==> config.mk <==
export PLATFORM = sky130hd
export DESIGN_NAME = eid_ext_irq_detect
export DESIGN_NICKNAME = d
export VERILOG_FILES = /design/src/eid_pkg.sv /design/src/eid_ext_irq_detect.sv
export SDC_FILE = /design/constraint.sdc
export NUM_CORES = 1
export LEC_CHECK = 0
export BUFFER_PORTS_ARGS = -buffer_cell sky130_fd_sc_hd__buf_2
export CAP_MARGIN = 20
export CORE_MARGIN = 2
export CORE_UTILIZATION = 30
export CTS_CLUSTER_SIZE = 8
export DETAILED_ROUTE_END_ITERATION = 7
export GPL_ROUTABILITY_DRIVEN = 0
export PLACE_DENSITY_LB_ADDON = 0.1
export SLEW_MARGIN = 10
export SYNTH_ARGS = -nofsm -noshare
export SYNTH_HDL_FRONTEND = slang
export SYNTH_SLANG_ARGS = --single-unit
==> constraint.sdc <==
create_clock -name clock -period 2.1 [get_ports clock]
set_input_delay 0.105 -clock clock [delete_from_list [all_inputs] [get_ports clock]]
set_output_delay 0.105 -clock clock [all_outputs]
set_load 0.01 [all_outputs]
==> src/eid_pkg.sv <==
package eid_pkg;
   localparam int NumCh = 8;
   localparam int AddrW = 16;
   localparam int DataW = 8;
   localparam logic [15:0] AddrCtrl01 = 16'h7fd8;
   localparam logic [15:0] AddrCtrl23 = 16'h7fd9;
   localparam logic [15:0] AddrCtrl45 = 16'h7fda;
   localparam logic [15:0] AddrCtrl67 = 16'h7fdb;
   localparam logic [7:0] CtrlReset = 8'h00;
   localparam int LoModeLsb = 2;
   localparam int LoFlagBit = 1;
   localparam int LoEnBit = 0;
   localparam int HiModeLsb = 6;
   localparam int HiFlagBit = 5;
   localparam int HiEnBit = 4;
   localparam logic [1:0] ModeOff = 2'h0;
   localparam logic [1:0] ModeLevel = 2'h1;
   localparam logic [1:0] ModeFall = 2'h2;
   localparam logic [1:0] ModeBoth = 2'h3;
   localparam int RepeatTcyc = 2;
   localparam int ModeW = 2;
   localparam int ChPerReg = 2;
   localparam logic [1:0] SyncFill = 2'h3;
   localparam int T2CountSrc[2] = '{2, 3};
   localparam int T2LowSrc[4] = '{0, 2, 4, 5};
   localparam int T2HighSrc[4] = '{1, 3, 4, 5};
   localparam int T3CountSrc[2] = '{4, 5};
   typedef enum logic [1:0] {
      EID_RUN,
      EID_HALT_RC,
      EID_HALT_KEEP
   } eid_wake_e;
endpackage : eid_pkg

==> src/eid_ext_irq_detect.sv <==
// The address-and-strobe port was chosen for this implementation.
`timescale 1ns/1ps
module eid_ext_irq_detect #(
   parameter int NumCh = eid_pkg::NumCh
) (
   input wire logic clock,
   input wire logic rst,
   input wire logic [eid_pkg::AddrW-1:0] regAddr,
   input wire logic [eid_pkg::DataW-1:0] regWdata,
   input wire logic regWrite,
   input wire logic regRead,
   output logic [eid_pkg::DataW-1:0] regRdata,
   input wire logic [NumCh-1:0] extIrqPin,
   input wire logic [NumCh-1:0] portInvert,
   input wire logic tcycEn,
   input wire logic [1:0] timer2CountSel,
   input wire logic [1:0] timer2LowSel,
   input wire logic [1:0] timer2HighSel,
   input wire logic timer3CountSel,
   input wire logic standbyRc,
   input wire logic standbyKeepOsc,
   input wire logic irqAccept,
   output logic [NumCh-1:0] irqRequest,
   output logic standbyWake,
   output logic wakeToRcHalt,
   output logic wakeToKeepHalt,
   output logic haltExit,
   output logic timer2CountPulse,
   output logic timer2LowCapture,
   output logic timer2HighCapture,
   output logic timer3CountPulse
);
   import eid_pkg::*;

   logic [NumCh-1:0] sync1Reg;
   logic [NumCh-1:0] sync2Reg;
   logic [NumCh-1:0] prevReg;
   logic [NumCh-1:0] entryLevelReg;
   logic standbyReg;
   logic [1:0] modeReg [NumCh];
   logic [NumCh-1:0] flagReg;
   logic [NumCh-1:0] enableReg;
   logic [NumCh-1:0] hit;
   logic [NumCh-1:0] levelMode;
   logic [NumCh-1:0] levelActive;
   logic [NumCh-1:0] hitRepeat;
   logic tcycPhaseReg;
   logic repeatTick;
   logic inStandby;
   eid_wake_e wakeReg;
   eid_wake_e wakeNext;
   logic [1:0] fillReg;
   logic pipeValid;
   logic [NumCh-1:0] fallEv;
   logic [NumCh-1:0] riseEv;
   logic [NumCh-1:0] wrSel;
   logic [NumCh-1:0] wrFlag;
   logic [NumCh-1:0] wrEnable;
   logic [ModeW-1:0] wrMode [NumCh];
   logic selT2Count;
   logic selT2Low;
   logic selT2High;
   logic selT3Count;

   // Register index of a bus address, or -1 when unmapped.
   function automatic int regIndex(input logic [AddrW-1:0] addr);
      case (addr)
         AddrCtrl01: regIndex = 0;
         AddrCtrl23: regIndex = 1;
         AddrCtrl45: regIndex = 2;
         AddrCtrl67: regIndex = 3;
         default: regIndex = -1;
      endcase
   endfunction : regIndex

   // True for the odd channel of a pair, which lives in the upper nibble.
   function automatic logic isUpper(input int ch);
      isUpper = (ch % ChPerReg) == 1;
   endfunction : isUpper

   function automatic logic [ModeW-1:0] fieldMode(input logic [DataW-1:0] data, input logic upper);
      fieldMode = upper ? data[HiModeLsb+:ModeW] : data[LoModeLsb+:ModeW];
   endfunction : fieldMode

   function automatic logic fieldFlag(input logic [DataW-1:0] data, input logic upper);
      fieldFlag = upper ? data[HiFlagBit] : data[LoFlagBit];
   endfunction : fieldFlag

   function automatic logic fieldEnable(input logic [DataW-1:0] data, input logic upper);
      fieldEnable = upper ? data[HiEnBit] : data[LoEnBit];
   endfunction : fieldEnable

   // Builds one control byte from the state of a channel pair.
   function automatic logic [DataW-1:0] pairByte(input logic [ModeW-1:0] loMode, input logic loFlag,
         input logic loEn, input logic [ModeW-1:0] hiMode, input logic hiFlag, input logic hiEn);
      pairByte = CtrlReset;
      pairByte[HiModeLsb+:ModeW] = hiMode;
      pairByte[HiFlagBit] = hiFlag;
      pairByte[HiEnBit] = hiEn;
      pairByte[LoModeLsb+:ModeW] = loMode;
      pairByte[LoFlagBit] = loFlag;
      pairByte[LoEnBit] = loEn;
   endfunction : pairByte

   // Picks the strobe of the channel that a timer source select names.
   function automatic logic pickSource(input logic [NumCh-1:0] strobes, input int ch);
      pickSource = strobes[ch];
   endfunction : pickSource

   // One synchronised level per channel, polarity applied before the flops so that
   // inverted pins read as active-low for the detectors below.
   always_ff @(posedge clock) begin
      if (rst) begin
         sync1Reg <= '0;
         sync2Reg <= '0;
      end else begin
         sync1Reg <= extIrqPin ^ portInvert;
         sync2Reg <= sync1Reg;
      end
   end

   // Only the second stage feeds the previous-level register, keeping the first stage private.
   always_ff @(posedge clock) begin
      if (rst) begin
         prevReg <= '0;
      end else begin
         prevReg <= sync2Reg;
      end
   end

   // Detection waits until both stages and the previous-level register hold real pin samples; without this the zero reset
   // value would look like an edge or an active low level on an idle high pin.
   always_ff @(posedge clock) begin
      if (rst) begin
         fillReg <= '0;
      end else if (fillReg != SyncFill) begin
         fillReg <= fillReg + 2'h1;
      end
   end
   assign pipeValid = (fillReg == SyncFill);
   assign fallEv = pipeValid ? (prevReg & ~sync2Reg) : '0;
   assign riseEv = pipeValid ? (~prevReg & sync2Reg) : '0;

   assign inStandby = standbyRc | standbyKeepOsc;

   // Standby entry is the first cycle in which either standby level is high.
   always_ff @(posedge clock) begin
      if (rst) begin
         standbyReg <= 1'b0;
      end else begin
         standbyReg <= inStandby;
      end
   end

   // The level at standby entry is frozen so that an edge returning towards it is ignored.
   always_ff @(posedge clock) begin
      if (rst) begin
         entryLevelReg <= '0;
      end else if (inStandby && !standbyReg) begin
         entryLevelReg <= sync2Reg;
      end
   end

   // The two-cycle phase advances only when tcycEn is high; level repeats land on its enabled half.
   always_ff @(posedge clock) begin
      if (rst) begin
         tcycPhaseReg <= 1'b0;
      end else if (tcycEn) begin
         tcycPhaseReg <= ~tcycPhaseReg;
      end
   end
   assign repeatTick = tcycEn & tcycPhaseReg;

   always_comb begin
      for (int i = 0; i < NumCh; i++) begin
         levelMode[i] = (modeReg[i] == ModeLevel);
         levelActive[i] = pipeValid & levelMode[i] & ~sync2Reg[i];
      end
   end

   always_comb begin
      for (int i = 0; i < NumCh; i++) begin
         logic blockRise;
         logic blockFall;
         blockRise = inStandby & entryLevelReg[i];
         blockFall = inStandby & ~entryLevelReg[i];
         case (modeReg[i])
            ModeOff: hit[i] = 1'b0;
            ModeLevel: hit[i] = levelActive[i];
            ModeFall: hit[i] = fallEv[i] & ~blockFall;
            ModeBoth: hit[i] = (fallEv[i] & ~blockFall) | (riseEv[i] & ~blockRise);
            default: hit[i] = 1'b0;
         endcase
      end
   end

   // Level channels feed the timers only on the repeat tick; edge channels pass every detection.
   always_comb begin
      for (int i = 0; i < NumCh; i++) begin
         hitRepeat[i] = levelMode[i] ? (levelActive[i] & repeatTick) : hit[i];
      end
   end

   // Write decode per channel; a pair shares one byte, so both channels see the same strobe.
   always_comb begin
      for (int i = 0; i < NumCh; i++) begin
         wrSel[i] = regWrite && (regIndex(regAddr) == i / ChPerReg);
         wrMode[i] = fieldMode(regWdata, isUpper(i));
         wrFlag[i] = fieldFlag(regWdata, isUpper(i));
         wrEnable[i] = fieldEnable(regWdata, isUpper(i));
      end
   end

   always_ff @(posedge clock) begin
      if (rst) begin
         for (int i = 0; i < NumCh; i++) begin
            modeReg[i] <= CtrlReset[LoModeLsb+:ModeW];
         end
      end else begin
         for (int i = 0; i < NumCh; i++) begin
            if (wrSel[i]) begin
               modeReg[i] <= wrMode[i];
            end
         end
      end
   end

   always_ff @(posedge clock) begin
      if (rst) begin
         enableReg <= '0;
      end else begin
         for (int i = 0; i < NumCh; i++) begin
            if (wrSel[i]) begin
               enableReg[i] <= wrEnable[i];
            end
         end
      end
   end

   // A detection in the clearing cycle wins, so an event is never lost to a software clear.
   // The hardware itself has no path that clears a flag.
   always_ff @(posedge clock) begin
      if (rst) begin
         flagReg <= '0;
      end else begin
         for (int i = 0; i < NumCh; i++) begin
            if (hit[i]) begin
               flagReg[i] <= 1'b1;
            end else if (wrSel[i]) begin
               flagReg[i] <= wrFlag[i];
            end
         end
      end
   end

   // Unmapped addresses read as zero so software can probe the space safely.
   always_ff @(posedge clock) begin
      if (rst) begin
         regRdata <= '0;
      end else if (regRead) begin
         regRdata <= '0;
         for (int p = 0; p < NumCh / ChPerReg; p++) begin
            if (regIndex(regAddr) == p) begin
               regRdata <= pairByte(modeReg[ChPerReg*p], flagReg[ChPerReg*p], enableReg[ChPerReg*p],
                  modeReg[ChPerReg*p+1], flagReg[ChPerReg*p+1], enableReg[ChPerReg*p+1]);
            end
         end
      end
   end

   // Request and wake are combinational from flag and enable, so the core sees a set flag
   // in the same cycle as the register holds it.
   assign irqRequest = flagReg & enableReg;
   assign standbyWake = |irqRequest;

   function automatic logic isHalted(input eid_wake_e state);
      isHalted = (state == EID_HALT_RC) || (state == EID_HALT_KEEP);
   endfunction : isHalted

   // Halt state after a wake; the kind of halt tells the clock controller which
   // oscillator to run until the request is taken.
   always_comb begin
      wakeNext = wakeReg;
      case (wakeReg)
         EID_RUN: begin
            if (standbyRc && standbyWake) begin
               wakeNext = EID_HALT_RC;
            end else if (standbyKeepOsc && standbyWake) begin
               wakeNext = EID_HALT_KEEP;
            end
         end
         EID_HALT_RC, EID_HALT_KEEP: begin
            if (irqAccept) begin
               wakeNext = EID_RUN;
            end
         end
         default: wakeNext = EID_RUN;
      endcase
   end

   always_ff @(posedge clock) begin
      if (rst) begin
         wakeReg <= EID_RUN;
      end else begin
         wakeReg <= wakeNext;
      end
   end

   assign wakeToRcHalt = (wakeReg == EID_HALT_RC);
   assign wakeToKeepHalt = (wakeReg == EID_HALT_KEEP);
   assign haltExit = isHalted(wakeReg) && irqAccept;

   // Each timer source is chosen before its register, so an unselected channel never reaches
   // a timer. Only bit 0 of the timer 2 count select matters, as there are two sources.
   always_comb begin
      selT2Count = pickSource(hitRepeat, T2CountSrc[timer2CountSel[0]]);
      selT2Low = pickSource(hitRepeat, T2LowSrc[timer2LowSel]);
      selT2High = pickSource(hitRepeat, T2HighSrc[timer2HighSel]);
      selT3Count = pickSource(hitRepeat, T3CountSrc[timer3CountSel]);
   end

   always_ff @(posedge clock) begin
      if (rst) begin
         timer2CountPulse <= 1'b0;
      end else begin
         timer2CountPulse <= selT2Count;
      end
   end

   always_ff @(posedge clock) begin
      if (rst) begin
         timer2LowCapture <= 1'b0;
      end else begin
         timer2LowCapture <= selT2Low;
      end
   end

   always_ff @(posedge clock) begin
      if (rst) begin
         timer2HighCapture <= 1'b0;
      end else begin
         timer2HighCapture <= selT2High;
      end
   end

   always_ff @(posedge clock) begin
      if (rst) begin
         timer3CountPulse <= 1'b0;
      end else begin
         timer3CountPulse <= selT3Count;
      end
   end
endmodule : eid_ext_irq_detect

==> results.py <==
metrics = {
    "route": {
        "initialDrtViolationCount": 202,
        "vias_per_cell": 4.715,
        "drcViolationCount": 0,
        "vias": 3098,
        "wirelength_um": 9708,
        "ant_nets": 0,
        "wl_per_cell_um": 14.78,
        "drt_first_pass_iters": 4,
    },
    "clock_network": {
        "hold_buffers": 7,
        "clk_latency_ns": 0.34,
        "clockBufferDepth": 2,
        "clock_sinks": 82,
        "cts_tree": "done",
        "root_buffer": "clkbuf_16",
        "cts_buffers": 9,
        "clk_pin_slew_ns": 0.06,
        "post_cts_buffers": 0,
        "htree_levels": 3,
        "ctsResizeCount": 0,
    },
    "global_route": {
        "grt_pass1_vias": 2952,
        "overflow": 0,
        "grt_pass1_wl_um": 15040,
        "grt_usage": 0.1500,
        "antenna_found_initial": 0,
        "grt_max_degree": 35,
    },
    "cells_and_area": {
        "drive_above_1_share": 0.2474,
        "syn_to_final_growth_pct": 25.91,
        "stdcell_area_um2": 4737,
        "layout_commonest_cell": "buf_2",
        "antenna_cells": 0,
        "stdcell_count": 657,
        "finish.utilization": 0.3911,
        "nets": 543,
        "layout_common_cells": "buf_2 (77), dfxtp_1 (66), nor2_1 (43)",
    },
    "timing": {
        "max-slew-margin-rel": 0.5497,
        "fin_setup_tns_ns": 0,
        "setup_ws_ns": 0.09874,
        "finalHoldViolations": 0,
        "rsz0062_at_grt": "false",
        "finalCriticalPeriod_ns": 2.001,
        "drv_slew": 0,
        "skew_ns": 0.01083,
        "setup-violations-final": 0,
        "whs_ns": 0.009136,
        "fin_crit_sh": 0.9530,
        "worst_pin_slew_ns": 0.6755,
        "max_freq_mhz": 499.7,
    },
    "worst_hold_path": {
        "hold_end": "sync1Reg[0]$_SDFF_PP0_",
        "holdPathStages": 3,
        "worstHoldPathType": "input pin to flop",
        "hold_start": "extIrqPin[0]",
    },
    "worst_setup_path": {
        "crit_type": "flop to output port",
        "cp_cell_sequence": "and2_1 > or4_1 > or2_2 > buf_2",
        "worstPathRequired_ns": 2.00,
        "rr_worst_depth": 6,
        "start_kind": "flop",
        "r2r-end": "timer2HighCapture$_SDFF_PP0_",
        "cpLargestDelayFamily": "simple AND/OR/NAND/NOR gates",
        "worst-path-buf-inv": 1,
        "cp_slowest_stage_delay_ns": 0.58,
        "ff2ff_setup_slack_ns": 0.32,
        "crit_slowest_cell": "or4_1",
        "r2r-start": "modeReg[1][1]$_SDFFCE_PN0P_",
        "crit_arrival_ns": 1.90,
        "critPathCaptureType": "output port",
        "cp_max_fo": 3,
    },
    "floorplanning": {
        "fp.dieH_um": 116.0,
        "die_area_um2": 13450,
        "coreArea_um2": 12110,
        "rows": 40,
        "start_util": 0.3106,
        "die_width_um": 116.0,
        "ios": 79,
    },
    "placed_design": {
        "hpwl_um": 7177,
        "placed_cells": 634,
        "portBuffers": 77,
        "post_dp_cell_area_um2": 4410,
        "pre_cts_slack_ns": 0.3385,
    },
    "power": {
        "power.leakage_nw": 1.979,
        "ir_drop_mv": 0.3362,
        "p_total_mw": 3.482,
        "power_density_nw_per_um2": 735.1,
    },
    "logic_synthesis": {
        "yosysWarnings": 0,
        "syn_nets": 449,
        "synthCells": 390,
        "avgSynthCellArea_um2": 9.647,
        "synth_edf_count": 16,
        "ys_async_sr_fraction": 0,
        "synth_cell_types": 50,
        "ys_seq_area_frac": 0.4789,
        "synth_seq_cells": 82,
        "netlist_area_um2": 3762,
        "synthFlopType": "dfxtp_1",
    },
    "run_status": {
        "outcome": "complete, no violations",
    },
    "run": {
        "maxCapViolations": 0,
    },
}
how the worst max path moves through the flow:
stage / cells past startpoint / start / endpoint / slack (ns)
global route: 4 / enableReg[3]$_SDFFE_PP0P_ / standbyWake / 0.02
detailed placement: 5 / fillReg[0]$_SDFFE_PP0N_ / timer2LowCapture$_SDFF_PP0_ / 0.34
floorplan: 4 / regAddr[5] / modeReg[0][4]$_SDFFCE_PN0P_ / 0.52
global placement: 5 / fillReg[0]$_SDFFE_PP0N_ / timer2LowCapture$_SDFF_PP0_ / 0.34
finish: 4 / flagReg[0]$_SDFFE_PP0P_ / standbyWake / 0.1
CTS: 4 / flagReg[0]$_SDFFE_PP0P_ / standbyWake / 0.08
where the power goes:
group          switching (mW)  internal [mW]  total [mW]
sequential             0.0539           1.68        1.73
clock                   0.601          0.803        1.40
combinational           0.180          0.168       0.347
routing by layer:
metal,vias up,global-route usage,share of wire
met5,-,0,0
met1,1459,0.2030,0.49
met3,16,0.04759,0.049
met2,72,0.2230,0.44
met4,0,0.05952,0.021
li1,1551,-,-
synth_stat cells (all sizes together), types with 2 or more instances:
cell type	n	area (um^2)
inv	14	52.55
nand2	18	67.56
dfxtp	66	1321
buf	6	26.27
and2	11	68.82
a221oi	4	35.03
clkbuf	11	41.29
mux2i	19	190.2
nand4b	5	50.04
nor2	44	167.7
or3b	2	17.52
or2	2	12.51
nor3b	3	22.52
nand4	3	25.02
or4	2	15.01
a21oi	32	160.2
nand2b	23	143.9
a2111oi	2	25.02
nand3	13	75.07
mux4	7	157.7
nor2b	23	143.9
ha	4	50.05
nor4	2	27.53
edfxtp	16	480.5
a21boi	3	22.52
a31oi	2	12.51
nor3	3	15.01
o21ai	24	120.1
nand3b	5	37.54
xnor2	9	78.83
registers in the layout, indices dropped and copies added, names as in the netlist:
register and cells:
enableReg 8, entryLevelReg 8, fillReg 2, flagReg 8, modeReg 16, prevReg 8
regRdata 8, standbyReg 1, sync1Reg 8, sync2Reg 8, tcycPhaseReg 1, timer2CountPulse 1
timer2HighCapture 1, timer2LowCapture 1, timer3CountPulse 1, wakeReg 2
cell type report:
type / count / area [um^2]
clock inverter: 2 / 12.51
timing repair buffer: 100 / 575.6
clock buffer: 14 / 244.0
multi-input combinational: 277 / 1841
fill: 1265 / 7375
sequential: 82 / 1802
inverter: 14 / 52.55
tap: 168 / 210.2
worst register-to-register path, cell delays in order (launching register included):
cell	delay, ns
edfxtp_1	0.46
or3b_2	0.46
o311ai_0	0.14
nor3_1	0.13
buf_4	0.17
o32ai_1	0.22
nor3_1	0.08
cells by family (layout without fill, tap and decap cells):
logic type / Yosys count / count (layout) / share of synthesized area
compound gates: 77 / 77 / 0.1211
xor+xnor: 10 / 10 / 0.02328
fa+ha+maj: 4 / 4 / 0.01330
buf+inv: 31 / 130 / 0.03192
flops: 82 / 82 / 0.4789
mux: 26 / 26 / 0.09245
simple gates: 160 / 160 / 0.2391
No activity file was read; power rests on OpenSTA's default activity.
